===== src/verilog/avd_pkg.sv =====
`default_nettype none
package avd_pkg;
    // ---------------------------------------------------------------
    // register indexes (byte address = index * 4)
    // ---------------------------------------------------------------
    localparam int unsigned ADDR_W        = 18;
    localparam logic [15:0] IDX_PLAY_MUTE = 16'h0005;
    localparam logic [15:0] IDX_REC_CFG   = 16'h0007;
    localparam logic [15:0] IDX_STATUS    = 16'h0008;
    localparam logic [15:0] IDX_L_VOL     = 16'h0015;
    localparam logic [15:0] IDX_R_VOL     = 16'h0016;
    localparam logic [15:0] IDX_REC_EN    = 16'h0019;
    localparam logic [15:0] IDX_PLAY_EN   = 16'h001a;
    localparam logic [15:0] IDX_DSP_PWR   = 16'h0300;
    localparam logic [15:0] IDX_DSP_RUN   = 16'h040d;
    localparam logic [15:0] IDX_ENH       = 16'h4005;

    // ---------------------------------------------------------------
    // field positions
    // ---------------------------------------------------------------
    localparam int unsigned VOL_UPD_BIT    = 8;
    localparam int unsigned CFG_CLK_BIT    = 0;
    localparam int unsigned CFG_RATIO_LSB  = 1;
    localparam int unsigned CFG_RATE_LSB   = 4;
    localparam int unsigned CFG_OSR_BIT    = 6;
    localparam int unsigned CFG_MONO_BIT   = 7;
    localparam int unsigned CFG_WIDE_BIT   = 8;
    localparam int unsigned STAT_RIGHT_LSB = 8;
    localparam int unsigned STAT_RUN_BIT   = 16;
    localparam int unsigned STAT_CLK_BIT   = 17;

    // ---------------------------------------------------------------
    // reset values and gain constants
    // ---------------------------------------------------------------
    localparam logic [7:0]  VOL_RESET   = 8'hc0;
    localparam logic [8:0]  GAIN_UNITY  = 9'h0c0;
    localparam logic [7:0]  GAIN_MUTE   = 8'h00;
    localparam logic [4:0]  MANT_FRAC   = 5'h0e;
    localparam logic [2:0]  RATIO_RESET = 3'h2;
    localparam logic [1:0]  RATE_RESET  = 2'h0;
    localparam logic        OSR_RESET   = 1'b0;
    // 10^(0.375*r/20) in unsigned 2.14
    localparam logic [15:0] GAIN_MANT [16] = '{
        16'h4000, 16'h42d3, 16'h45c6, 16'h48da, 16'h4c11, 16'h4f6c, 16'h52ed, 16'h5695,
        16'h5a67, 16'h5e64, 16'h628e, 16'h66e8, 16'h6b72, 16'h7030, 16'h7523, 16'h7a4e};

    typedef struct packed {
        logic [23:0] left;
        logic [23:0] right;
    } avd_sample_s;

    typedef struct packed {
        logic vss;
        logic hpb;
        logic hpa;
        logic bass;
        logic play_corr;
        logic rec_corr;
    } avd_enh_s;

    typedef struct packed {
        logic              psel;
        logic              penable;
        logic              pwrite;
        logic [ADDR_W-1:0] paddr;
        logic [31:0]       pwdata;
    } avd_apb_req_s;

    typedef struct packed {
        logic [31:0] prdata;
        logic        pready;
        logic        pslverr;
    } avd_apb_rsp_s;
endpackage : avd_pkg
`default_nettype wire


===== src/verilog/avd_record_gain.sv =====
`timescale 1ns/1ps
`default_nettype none
module avd_record_gain (
    input  wire logic [7:0]  code_in,
    input  wire logic [23:0] sample_in,
    output logic      [23:0] sample_out
);
    import avd_pkg::*;

    logic signed [8:0]  steps;
    logic signed [4:0]  octave;
    logic        [4:0]  shift;
    logic signed [40:0] prod;
    logic signed [40:0] scaled;

    // gain = 2^octave * mantissa(step within octave)
    always_comb begin
        steps  = $signed({1'b0, code_in}) - $signed(GAIN_UNITY);
        octave = steps[8:4];
        shift  = MANT_FRAC - octave;
        prod   = $signed(sample_in) * $signed({1'b0, GAIN_MANT[steps[3:0]]});
        scaled = prod >>> shift;
        if (code_in == GAIN_MUTE) begin
            sample_out = 24'h000000;
        end else if (scaled > 41'sh000007fffff) begin
            sample_out = 24'h7fffff;
        end else if (scaled < -41'sh00000800000) begin
            sample_out = 24'h800000;
        end else begin
            sample_out = scaled[23:0];
        end
    end
endmodule : avd_record_gain
`default_nettype wire


===== src/verilog/avd_adc_clock.sv =====
`timescale 1ns/1ps
`default_nettype none
module avd_adc_clock (
    input  wire logic       clk_in,
    input  wire logic       reset_in,
    input  wire logic       enable_in,
    input  wire logic [2:0] ratio_in,
    input  wire logic [1:0] rate_in,
    input  wire logic       osr_high_in,
    output logic            adc_clk_out
);
    import avd_pkg::*;

    typedef struct packed {
        logic [7:0] cnt;
        logic       adc_clk;
    } avd_clk_state_s;

    avd_clk_state_s st_reg;
    avd_clk_state_s st_next;
    logic [3:0]     sh;
    logic [7:0]     half;

    // half period 2^(ratio+rate) cycles, halved for high oversampling, capped at 128 cycles
    always_comb begin
        sh = {1'b0, ratio_in} + {2'b00, rate_in};
        if (osr_high_in && sh != 4'h0) begin
            sh = sh - 4'h1;
        end
        if (sh > 4'h7) begin
            sh = 4'h7;
        end
        half    = (8'h01 << sh[2:0]) - 8'h01;
        st_next = st_reg;
        if (!enable_in) begin
            st_next = '0;
        end else if (st_reg.cnt >= half) begin
            st_next.cnt     = 8'h00;
            st_next.adc_clk = !st_reg.adc_clk;
        end else begin
            st_next.cnt = st_reg.cnt + 8'h01;
        end
        if (reset_in) begin
            st_next = '0;
        end
    end

    always_ff @(posedge clk_in) begin
        st_reg <= st_next;
    end

    assign adc_clk_out = st_reg.adc_clk;

    // ---------------------------------------------------------------
    // checks
    // ---------------------------------------------------------------
    a_half_period: assert property (@(posedge clk_in) disable iff (reset_in)
        enable_in && st_reg.cnt >= half ##1 enable_in |-> $changed(st_reg.adc_clk))
        else $error("adc clock did not toggle at half period");
endmodule : avd_adc_clock
`default_nettype wire


===== src/verilog/avd_record_ctrl.sv =====
`timescale 1ns/1ps
`default_nettype none
// What this block does
// - ADC clock runs only with core clock enable
// - clock rate follows sample rate and ratio
// - per-channel gain -71.625 to +23.625 dB
// - gain 0.375dB*(X-192), code zero mutes
// - update bit clear: store, keep gain
// - update bit set: both gains apply together
// - oversampling ratio selectable, resets to low
// - mono mix sums channels, halves sum
// - record and playback correction independently enabled
module avd_record_ctrl (
    input  wire logic                 clk_in,
    input  wire logic                 reset_in,
    input  wire avd_pkg::avd_apb_req_s apb_req_in,
    output avd_pkg::avd_apb_rsp_s      apb_rsp_out,
    input  wire avd_pkg::avd_sample_s  record_sample_in,
    input  wire logic                 record_valid_in,
    output avd_pkg::avd_sample_s       record_sample_out,
    output logic                      record_valid_out,
    output logic                      adc_clk_out,
    output logic [1:0]                record_on_out,
    output logic [1:0]                playback_on_out,
    output logic                      playback_mute_out,
    output logic                      dsp_power_on_out,
    output logic                      record_widening_on_out,
    output avd_pkg::avd_enh_s          enhancement_on_out
);
    import avd_pkg::*;

    typedef struct packed {
        avd_apb_rsp_s rsp;
        logic [7:0]   pend_l;
        logic [7:0]   pend_r;
        logic [7:0]   act_l;
        logic [7:0]   act_r;
        logic         mute;
        logic [1:0]   rec_on;
        logic [1:0]   play_on;
        logic         dsp_pwr;
        logic         dsp_run;
        avd_enh_s     enh;
        avd_enh_s     enh_eff;
        logic         clk_en;
        logic [2:0]   ratio;
        logic [1:0]   rate;
        logic         oversampling_ratio;
        logic         mono;
        logic         wide;
        avd_sample_s  dout;
        logic         dout_valid;
    } avd_ctrl_state_s;

    avd_ctrl_state_s st_reg;
    avd_ctrl_state_s st_next;
    logic            acc;
    logic            hit;
    logic            wr_done;
    logic [15:0]     idx;
    logic [31:0]     rdata;
    logic [31:0]     wd;
    logic [23:0]     gain_l;
    logic [23:0]     gain_r;
    logic [24:0]     mix_sum;

    // ---------------------------------------------------------------
    // clock and gain stages
    // ---------------------------------------------------------------
    avd_adc_clock u_adc_clock (
        .clk_in      (clk_in),
        .reset_in    (reset_in),
        .enable_in   (st_reg.clk_en),
        .ratio_in    (st_reg.ratio),
        .rate_in     (st_reg.rate),
        .osr_high_in (st_reg.oversampling_ratio),
        .adc_clk_out (adc_clk_out)
    );

    avd_record_gain u_gain_left (
        .code_in    (st_reg.act_l),
        .sample_in  (record_sample_in.left),
        .sample_out (gain_l)
    );

    avd_record_gain u_gain_right (
        .code_in    (st_reg.act_r),
        .sample_in  (record_sample_in.right),
        .sample_out (gain_r)
    );

    // ---------------------------------------------------------------
    // register decode
    // ---------------------------------------------------------------
    always_comb begin
        acc     = apb_req_in.psel && apb_req_in.penable;
        idx     = apb_req_in.paddr[ADDR_W-1:2];
        wd      = apb_req_in.pwdata;
        hit     = apb_req_in.paddr[1:0] == 2'b00;
        rdata   = 32'h00000000;
        case (idx)
            IDX_PLAY_MUTE: rdata[0] = st_reg.mute;
            IDX_L_VOL:     rdata[7:0] = st_reg.pend_l;
            IDX_R_VOL:     rdata[7:0] = st_reg.pend_r;
            IDX_REC_EN:    rdata[1:0] = st_reg.rec_on;
            IDX_PLAY_EN:   rdata[1:0] = st_reg.play_on;
            IDX_DSP_PWR:   rdata[0] = st_reg.dsp_pwr;
            IDX_DSP_RUN:   rdata = 32'h00000000;
            IDX_ENH:       rdata[5:0] = st_reg.enh;
            IDX_REC_CFG: begin
                rdata[CFG_CLK_BIT]                    = st_reg.clk_en;
                rdata[CFG_RATIO_LSB +: 3]             = st_reg.ratio;
                rdata[CFG_RATE_LSB +: 2]              = st_reg.rate;
                rdata[CFG_OSR_BIT]                    = st_reg.oversampling_ratio;
                rdata[CFG_MONO_BIT]                   = st_reg.mono;
                rdata[CFG_WIDE_BIT]                   = st_reg.wide;
            end
            IDX_STATUS: begin
                rdata[7:0]                  = st_reg.act_l;
                rdata[STAT_RIGHT_LSB +: 8]  = st_reg.act_r;
                rdata[STAT_RUN_BIT]         = st_reg.dsp_run;
                rdata[STAT_CLK_BIT]         = adc_clk_out;
            end
            default: hit = 1'b0;
        endcase
        wr_done = acc && st_reg.rsp.pready && apb_req_in.pwrite && hit;
    end

    // ---------------------------------------------------------------
    // next state
    // ---------------------------------------------------------------
    always_comb begin
        st_next = st_reg;

        // one wait state, then answer for one cycle
        if (acc && !st_reg.rsp.pready) begin
            st_next.rsp.pready  = 1'b1;
            st_next.rsp.pslverr = !hit;
            st_next.rsp.prdata  = apb_req_in.pwrite ? 32'h00000000 : rdata;
        end else begin
            st_next.rsp = '0;
        end

        if (wr_done) begin
            case (idx)
                IDX_PLAY_MUTE: st_next.mute = wd[0];
                IDX_L_VOL: begin
                    st_next.pend_l = wd[7:0];
                    if (wd[VOL_UPD_BIT]) begin
                        st_next.act_l = wd[7:0];
                        st_next.act_r = st_reg.pend_r;
                    end
                end
                IDX_R_VOL: begin
                    st_next.pend_r = wd[7:0];
                    if (wd[VOL_UPD_BIT]) begin
                        st_next.act_l = st_reg.pend_l;
                        st_next.act_r = wd[7:0];
                    end
                end
                IDX_REC_EN:  st_next.rec_on = wd[1:0];
                IDX_PLAY_EN: st_next.play_on = wd[1:0];
                IDX_DSP_PWR: begin
                    st_next.dsp_pwr = wd[0];
                    if (!wd[0]) begin
                        st_next.dsp_run = 1'b0;
                    end
                end
                IDX_DSP_RUN: begin
                    if (wd[0] && st_reg.dsp_pwr) begin
                        st_next.dsp_run = 1'b1;
                    end
                end
                IDX_ENH: st_next.enh = wd[5:0];
                IDX_REC_CFG: begin
                    st_next.clk_en = wd[CFG_CLK_BIT];
                    st_next.ratio  = wd[CFG_RATIO_LSB +: 3];
                    st_next.rate   = wd[CFG_RATE_LSB +: 2];
                    st_next.oversampling_ratio    = wd[CFG_OSR_BIT];
                    st_next.mono   = wd[CFG_MONO_BIT];
                    st_next.wide   = wd[CFG_WIDE_BIT];
                end
                default: st_next.mute = st_reg.mute;
            endcase
        end

        // all correction paths gated together on dsp power and dsp run
        st_next.enh_eff = st_reg.enh & {6{st_reg.dsp_pwr && st_reg.dsp_run}};

        // record datapath: gain, enables, mono mix
        st_next.dout_valid = record_valid_in && st_reg.clk_en;
        if (record_valid_in && st_reg.clk_en) begin
            st_next.dout.left  = st_reg.rec_on[0] ? gain_l : 24'h000000;
            st_next.dout.right = st_reg.rec_on[1] ? gain_r : 24'h000000;
            if (st_reg.mono && !st_reg.wide) begin
                st_next.dout.left  = mix_sum[24:1];
                st_next.dout.right = mix_sum[24:1];
            end
        end

        if (reset_in) begin
            st_next        = '0;
            st_next.pend_l = VOL_RESET;
            st_next.pend_r = VOL_RESET;
            st_next.act_l  = VOL_RESET;
            st_next.act_r  = VOL_RESET;
            st_next.ratio  = RATIO_RESET;
            st_next.rate   = RATE_RESET;
            st_next.oversampling_ratio    = OSR_RESET;
        end
    end

    assign mix_sum = {st_reg.rec_on[0] ? gain_l[23] : 1'b0, st_reg.rec_on[0] ? gain_l : 24'h000000}
                   + {st_reg.rec_on[1] ? gain_r[23] : 1'b0, st_reg.rec_on[1] ? gain_r : 24'h000000};

    always_ff @(posedge clk_in) begin
        st_reg <= st_next;
    end

    // ---------------------------------------------------------------
    // outputs
    // ---------------------------------------------------------------
    assign apb_rsp_out            = st_reg.rsp;
    assign record_sample_out      = st_reg.dout;
    assign record_valid_out       = st_reg.dout_valid;
    assign record_on_out          = st_reg.rec_on;
    assign playback_on_out        = st_reg.play_on;
    assign playback_mute_out      = st_reg.mute;
    assign dsp_power_on_out       = st_reg.dsp_pwr;
    assign record_widening_on_out = st_reg.wide;
    assign enhancement_on_out     = st_reg.enh_eff;

    // ---------------------------------------------------------------
    // checks
    // ---------------------------------------------------------------
    a_clock_gated_off: assert property (@(posedge clk_in) disable iff (reset_in)
        !st_reg.clk_en |=> !adc_clk_out && !record_valid_out)
        else $error("adc clock or data ran without core clock enable");

    a_unity_gain_pass: assert property (@(posedge clk_in) disable iff (reset_in)
        record_valid_in && st_reg.clk_en && st_reg.rec_on[0] && !st_reg.mono && st_reg.act_l == 8'hc0
        |=> record_sample_out.left == $past(record_sample_in.left))
        else $error("code 192 did not pass sample unchanged");

    a_mute_code_zero: assert property (@(posedge clk_in) disable iff (reset_in)
        record_valid_in && st_reg.clk_en && !st_reg.mono && st_reg.act_r == 8'h00
        |=> record_sample_out.right == 24'h000000)
        else $error("code zero did not mute");

    a_pending_no_apply: assert property (@(posedge clk_in) disable iff (reset_in)
        wr_done && (idx == IDX_L_VOL || idx == IDX_R_VOL) && !wd[VOL_UPD_BIT]
        |=> $stable(st_reg.act_l) && $stable(st_reg.act_r))
        else $error("active gain changed without update bit");

    a_update_both: assert property (@(posedge clk_in) disable iff (reset_in)
        wr_done && (idx == IDX_L_VOL || idx == IDX_R_VOL) && wd[VOL_UPD_BIT]
        |=> st_reg.act_l == st_reg.pend_l && st_reg.act_r == st_reg.pend_r)
        else $error("update bit did not apply both gains");

    a_active_only_upd: assert property (@(posedge clk_in) disable iff (reset_in)
        $changed(st_reg.act_l) || $changed(st_reg.act_r) |-> $past(wr_done && wd[VOL_UPD_BIT]))
        else $error("active gain moved without update strobe");

    a_osr_reset_low: assert property (@(posedge clk_in) disable iff (reset_in)
        $fell(reset_in) |-> !st_reg.oversampling_ratio ##1 !st_reg.oversampling_ratio)
        else $error("oversampling ratio not low after reset");

    a_mono_equal: assert property (@(posedge clk_in) disable iff (reset_in)
        record_valid_in && st_reg.clk_en && st_reg.mono && !st_reg.wide
        |=> record_sample_out.left == record_sample_out.right)
        else $error("mono mix channels differ");

    a_both_corr_on: assert property (@(posedge clk_in) disable iff (reset_in)
        st_reg.dsp_pwr && st_reg.dsp_run && st_reg.enh.rec_corr && st_reg.enh.play_corr
        |=> enhancement_on_out.rec_corr && enhancement_on_out.play_corr)
        else $error("record and playback correction not both on");

    a_valid_follows: assert property (@(posedge clk_in) disable iff (reset_in)
        record_valid_in && st_reg.clk_en |=> record_valid_out)
        else $error("accepted sample gave no output pulse");

    a_enh_power_gate: assert property (@(posedge clk_in) disable iff (reset_in)
        !st_reg.dsp_pwr |=> enhancement_on_out == '0)
        else $error("enhancement enabled without dsp power");

    c_gain_update:  cover property (@(posedge clk_in) wr_done && wd[VOL_UPD_BIT]);
    c_gain_pending: cover property (@(posedge clk_in) wr_done && idx == IDX_L_VOL && !wd[VOL_UPD_BIT]);
    c_mono_active:  cover property (@(posedge clk_in) record_valid_out && st_reg.mono);
    c_both_corr:    cover property (@(posedge clk_in) enhancement_on_out.rec_corr && enhancement_on_out.play_corr);
endmodule : avd_record_ctrl
`default_nettype wire


===== config.mk =====
export PLATFORM = sky130hd
export DESIGN_NAME = avd_record_ctrl
export DESIGN_NICKNAME = d
export VERILOG_FILES = /design/src/verilog/avd_pkg.sv /design/src/verilog/avd_record_gain.sv /design/src/verilog/avd_adc_clock.sv /design/src/verilog/avd_record_ctrl.sv
export SDC_FILE = /design/constraint.sdc
export NUM_CORES = 2
export LEC_CHECK = 0
export ABC_AREA = 1
export BUFFER_PORTS_ARGS = -buffer_cell sky130_fd_sc_hd__buf_4
export CAP_MARGIN = 20
export CORE_MARGIN = 1
export CORE_UTILIZATION = 40
export CTS_CLUSTER_SIZE = 16
export DETAILED_ROUTE_END_ITERATION = 8
export GPL_TIMING_DRIVEN = 0
export PLACE_DENSITY = 0.66
export SKIP_CTS_REPAIR_TIMING = 1
export SLEW_MARGIN = 20
export SYNTH_ARGS = -nofsm -noshare
export SYNTH_HDL_FRONTEND = slang
export SYNTH_SLANG_ARGS = --single-unit

===== constraint.sdc =====
create_clock -name clk_in -period 40 [get_ports clk_in]
set_clock_uncertainty 0.15 [all_clocks]
set_input_delay 10 -clock clk_in [delete_from_list [all_inputs] [get_ports clk_in]]
set_output_delay 10 -clock clk_in [all_outputs]
set_load 0.05 [all_outputs]

==> Word-level counts from Yosys, hierarchy flattened <==
Memories as Yosys holds them, arrays and structs flattened.
Index checks and enable logic that the tools add are counted.
{ "totals": {"out_inout_bits": 97, "memories": 2, "romBits": 512, "elab_cells": 147, "inputBits": 104, "reg_bits": 152} }
{ "op_classes": {"n_reduce_logical": 36, "addsub": 9, "magnitude_cmp": 8, "n_eq_ne": 14, "bitwise_logic": 6, "multipliers": 2, "shift": 3, "muxes": 30} }
{ "memory_table": {"columns": ["memory", "words", "word_bits", "rd", "rd_clocked_by_memory_dff", "wr", "line_no", "source"], "rows": [
  ["(no name shown)", 16, 16, 1, 0, 0, "avd_record_gain.sv:21", "prod = $signed(sample_in) * $signed({1'b0, GAIN_MANT[steps[3:0]]});"],
  ["(no name shown)", 16, 16, 1, 0, 0, "avd_record_gain.sv:21", null]
]} }
{ "ops": {"columns": ["cell", "n"], "rows": [
  ["two-way mux 24 bit", 8],
  ["two-way mux 16 bit", 6],
  ["greater-than comparator 41 x 24 -> 1 bit, second input constant", 2],
  ["< comparator 41 x 24 -> 1 bit, second input constant", 2],
  ["multiplier 24 x 17 -> 41 bit", 2],
  [">>> shifter 41 x 5 -> 41 bit", 2],
  ["equality test 16 x 5 -> 1 bit, second input constant", 4],
  ["two-way mux 48 bit", 1],
  ["equality test 16 x 3 -> 1 bit, second input constant", 2],
  ["one-hot mux 16 bit (2 select lines)", 1],
  ["adder 25 bit", 1],
  ["one-hot mux 4 bit (5 select lines)", 1],
  ["subtractor 8 x 8 -> 9 bit, second input constant", 2],
  ["equality test 16 x 10 -> 1 bit, second input constant", 1],
  ["equality test 16 x 11 -> 1 bit, second input constant", 1],
  ["equality test 16 x 15 -> 1 bit, second input constant", 1],
  ["equality test 16 x 4 -> 1 bit, second input constant", 1],
  ["zero test 8 bit", 2],
  ["AND reduction 2 bit", 8],
  [">= comparator 5 bit, second input constant", 2],
  ["logical AND 1 bit", 10],
  ["inverter 4 -> 5 bit", 2],
  ["OR reduction 10 bit", 1],
  ["subtractor 4 x 5 -> 5 bit, first input constant", 2],
  ["26 further kinds", 43]
]} }

==> Longest topological paths before layout <==
{ "logic_depth": {"depth_word": 14, "depth_mapped": 75, "mapped_depth_nobuf": 73} }

==> Cells and area by module <==
From an unflattened synthesis, not the netlist that was laid out.
{ "hier_totals": {"hier_cells": 6575, "area_unflattened_um2": 44223.7} }
{ "by_module_without_submodules": {"columns": ["mod", "seq_area_each_um2", "area_per_inst_um2", "cells_each", "n_inst"], "rows": [
  ["avd_record_gain (u_gain_left)", 0.0, 17584.4, 2590, 1],
  ["avd_record_gain (u_gain_right)", 0.0, 17573.1, 2593, 1],
  ["avd_record_ctrl", 2582.5, 8175.3, 1256, 1],
  ["avd_adc_clock", 180.2, 890.9, 136, 1]
]} }

==> Worst setup path after synthesis <==
OpenSTA, ideal clock, no wires.
{ "synth_path": {"kind": "input -> register", "startpoint": "input port record_sample_in[47] in the netlist's numbering", "endpoint": "register st_reg, in the netlist record_sample_out[23]", "path_slack_ns": 20.523, "t_required_ns": 39.730, "arrival_ns": 19.207, "cell_stages": 62, "path_buffers": 2, "setup_ns": 0.120, "path_cell_list": "inv_1 clkbuf_1 nor2_1 inv_1 fa_1 inv_1 fa_1 inv_1 fa_1 fa_1 fa_1 inv_1 fa_1 ha_1 a21oi_2 nor2_1 o21ai_1 nand2_1 [26 not listed] o21ai_1 inv_1 o21ai_1 nand3_1 nand2_1 nand3_1 nand2_1 inv_1 o21ai_1 inv_1 o21ai_1 a21oi_1 o21bai_1 nand2_1 nand2_1 nand2_1 a21oi_2 a21oi_1"} }
{ "synth_via": {"elab_chain_cells": 9, "elab_cells_between_ends": 11, "classes_between": "add/sub: 1; mul: 1; order compare: 2; shift: 1; mux: 6"} }
{ "synth_rtl": {"columns": ["element", "line_no", "source"], "rows": [
  ["start, declared", "avd_record_ctrl.sv:18", "input wire avd_pkg::avd_sample_s record_sample_in,"],
  ["multiplier 24 x 17 -> 41 bit *", "avd_record_gain.sv:21", null],
  [">>> shifter 41 x 5 -> 41 bit *", "avd_record_gain.sv:22", "scaled = prod >>> shift;"],
  ["< comparator 41 x 24 -> 1 bit", "avd_record_gain.sv:27", "end else if (scaled < -41'sh00000800000) begin"],
  ["two-way mux 24 bit", "avd_record_gain.sv:27", null],
  ["two-way mux 24 bit *", "avd_record_gain.sv:25", "end else if (scaled > 41'sh000007fffff) begin"],
  ["two-way mux 24 bit *", "avd_record_gain.sv:23", "if (code_in == GAIN_MUTE) begin"],
  ["two-way mux 24 bit / two-way mux 1 bit (equally long branches)", "avd_record_ctrl.sv:213", "assign mix_sum = {st_reg.rec_on[0] ? gain_l[23] : 1'b0, st_reg.rec_on[0] ? gain_l : 24'h000000}"],
  ["adder 25 bit *", "avd_record_ctrl.sv:214", "+ {st_reg.rec_on[1] ? gain_r[23] : 1'b0, st_reg.rec_on[1] ? gain_r : 24'h000000};"],
  ["two-way mux 48 bit *", "avd_record_ctrl.sv:195", "if (st_reg.mono && !st_reg.wide) begin"],
  ["end signal, assigned", "avd_record_ctrl.sv:217", "st_reg <= st_next;"],
  ["end, declared", "avd_record_ctrl.sv:55", "avd_ctrl_state_s st_reg;"]
]} }
Every way passes the cells marked *; elsewhere a longest branch is shown, timed or not.
A chain may end at the register's enable or synchronous reset.

==> Worst setup path in the final report <==
{ "layout_path": {"startpoint": "input port record_sample_in[13] in the netlist's numbering", "endpoint": "register st_reg, in the netlist record_sample_out[21]"} }
{ "layout_via": {"elab_chain_cells": 9, "elab_cells_between_ends": 10, "classes_between": "add/sub: 1; mul: 1; order compare: 2; shift: 1; mux: 5"} }
{ "layout_rtl": {"columns": ["element", "line_no"], "rows": [
  ["multiplier 24 x 17 -> 41 bit *", "avd_record_gain.sv:21"],
  [">>> shifter 41 x 5 -> 41 bit *", "avd_record_gain.sv:22"],
  ["< comparator 41 x 24 -> 1 bit", "avd_record_gain.sv:27"],
  ["two-way mux 24 bit", "avd_record_gain.sv:27"],
  ["two-way mux 24 bit *", "avd_record_gain.sv:25"],
  ["two-way mux 24 bit *", "avd_record_gain.sv:23"],
  ["two-way mux 24 bit *", "avd_record_ctrl.sv:194, avd_record_ctrl.sv:214"],
  ["adder 25 bit", "avd_record_ctrl.sv:214"],
  ["two-way mux 48 bit *", "avd_record_ctrl.sv:195"]
]} }
Marks and branches as above.

==> reports/qor.yml <==
outcome:
  outcome: "finished, violations left"
  violations: "design-rule violations"
power_and_ir_drop:
  irDropWorstVdd_v: 0.0000320
  p_leak_nw: 23.0
  powerDensity_nw_per_um2: 8.81
synthesis:
  ys_ff_latch: 138
  synth-compound-area-share: 0.0837
  synthFlopType: "dfxtp_1"
  synth_xor_area_frac: 0.0117
  synth.mux.area_fraction: 0.00144
  synthDistinctLibCells: 61
  syn_area_per_cell_sq_um: 6.84
  synth_area_leaders: "fa_1, nand2_1, inv_1"
  yosysWarnings: 0
  yosysTopAreaCellShare: 0.339
  synth_top_family_by_area: "adder cells"
  yosysMostFrequentCell: "nand2_1"
  yosysSeqAreaShare: 0.0662
  synth-adder-area-share: 0.416
  async_flop_share: 0
  netlist_instances: 6099
  synth_edf_count: 0
  yosys-top-cells-count: "nand2_1, inv_1, fa_1"
  yosysTopAreaCell: "fa_1"
  synthSimpleGateAreaFrac: 0.265
  syn-cell-area_sq_um: 41700
timing:
  maxSlewHeadroom: 0.283
  max_freq_mhz: 47.3
  setup_viol: 0
  post-route-period-util: 0.529
  finalHoldViolCount: 0
  rsz0062_at_grt: "false"
  layout_min_cycle_time_ps: 21150
  tns_ps: 0
  final-max-slew-violation-count: 0
  worst_slew_pin_slew_ps: 1080
floorplan:
  num_rows: 118
  die_x_um: 325
  die_y_um: 325
  initial_core_util: 0.403
  coreArea_sq_um: 103000
  die_area_sq_um: 106000
  ios: 201
setup_path:
  cp-end-kind: "flop"
  crit_type: "primary input to flop"
  critPathArrivalTime_ps: 21390
  crit_path_frequent_cell: "nand2_1"
  crit_start: "record_sample_in[13]"
  slowest_delay_ps: 530
  critPathRequiredTime_ps: 40240
  path_max_fanout: 10
  r2r_start: "st_reg[78]$_SDFFE_PP0P_"
  startpoint_type: "primary input"
  ff2ff_path_depth: 67
  worst_path_max_delay_cell: "fa_1"
worst_hold_path:
  hold_path_class: "flop to flop"
  whs_path_depth: 2
  hold_start: "st_reg[70]$_SDFFE_PP0P_"
cts:
  cts_root_buf: "clkbuf_16"
  cts_tree: "done"
  clock_latency_ps: 460
  cts_sinks: 138
  h-tree-depth: 4
  clockBufferDepth: 2
  cts_buffers: 17
  clk_pin_slew_ps: 70
drt:
  postRouteAntennaNets: 0
  drt_iter0_drc: 3605
  drc: 3
  via_per_inst: 5.15
  avgRoutedWirePerCell_um: 17.6
  drt-pass1-iter-count: 8
  routed-via-count: 39600
  routed_wl_um: 136000
layout:
  layout.nets: 7364
  postLayoutCoreUtil: 0.439
  largest_reg_flops: 48
  area_growth_syn_to_layout_pct: 8.76
  stdcell_area_sq_um: 45400
  multi_input_area_sq_um: 32500
  fill_cells: 10700
  ff_latch_area_sq_um: 2760
  drive_above_1_share: 0.0632
global_routing:
  track_usage: 0.260
  antenna_found_initial: 2
  grt_max_degree: 17
  overflow: 0
  grt_pass1_vias: 40600
  grt_pass1_wl_um: 219000
place:
  placed_area_sq_um: 44800
  port_buffers: 163
  gp_congestion: 0.990
  dpl.hpwl_um: 118000
run:
  max_cap_viol_count: 0
[critical path, delay by kind of cell]
kind                     cells  cell delay [ps]
adder cells (fa/ha/maj)      8             3670
AO/OA/AOI/OAI               15             3060
AND/OR/NAND/NOR             23             2370
buffers and inverters       17             2240
[final timing paths]
path,to,slack (ps)
setup / recovery,record_sample_out[21]$_SDFFE_PP0P_,18850
hold / removal,apb_rsp_out[18]$_SDFF_PP0_,320
setup reg to reg,record_sample_out[21]$_SDFFE_PP0P_,26080
hold reg to reg,apb_rsp_out[18]$_SDFF_PP0_,320
[report_power, final]
| group | switching (mW) | leakage, nW | internal, mW |
|---|---|---|---|
| clock network | 0.0702 | 0.301 | 0.101 |
| logic | 0.0642 | 21.6 | 0.0270 |
| registers | 0.0000432 | 1.11 | 0.137 |
| total | 0.134 | 23.0 | 0.266 |
[layer usage]
metal  GRT usage  share of wire  vias up
met3      0.0351          0.070      209
met1       0.354           0.44    19100
met5           0              0        -
met2       0.431           0.46     1466
met4      0.0757          0.030        0
li1            -              -    18800
[cells by family after synthesis]
family	Yosys count
AOI/OAI and AO/OA	648
xor gates and xnor gates	55
adders and majority gates	964
buffers and inverters	1627
DFF	138
muxes	6
other	2
and+or+nand+nor	2659
[cells in the final DEF, fill, tap and decap left out, types with 12 or more instances in the layout]
| cell type | count |
|---|---|
| a21oi_1 | 243 |
| a31oi_1 | 37 |
| buf_1 | 38 |
| buf_2 | 23 |
| buf_4 | 259 |
| clkbuf_1 | 148 |
| clkbuf_16 | 17 |
| clkinv_1 | 24 |
| conb_1 | 15 |
| dfxtp_1 | 138 |
| fa_1 | 706 |
| ha_1 | 258 |
| inv_1 | 1280 |
| inv_2 | 17 |
| nand2_1 | 1389 |
| nand2_2 | 22 |
| nand3_1 | 526 |
| nand4_1 | 25 |
| nor2_1 | 602 |
| nor3_1 | 33 |
| o211ai_1 | 20 |
| o21ai_0 | 277 |
| o21ai_1 | 12 |
| o22ai_1 | 12 |
| xnor2_1 | 17 |
| xor2_1 | 37 |
[layout make-up]
class                           instances  share of cell area
Antenna cell                            4            0.000221
Buffer                                306              0.0344
Clock buffer                           18             0.00967
Clock inverter                         14             0.00408
Inverter                             1321               0.109
Multi-Input combinational cell       4347               0.716
Sequential cell                       138              0.0609
Tap cell                             1380              0.0380
Timing Repair Buffer                  165              0.0272
[per-stage QoR]
step                total power, mW  cells  hold WS, ps  setup slack, ps
floorplan                     0.195   6112          277            20520
global placement              0.230   7655          298            18550
detailed placement            0.230   7657          305            18570
CTS                           0.401   7689          322            19010
global route                  0.416   7689          347            17860
finish                        0.400   7693          318            18850
Power figures use the tool's default switching activity.
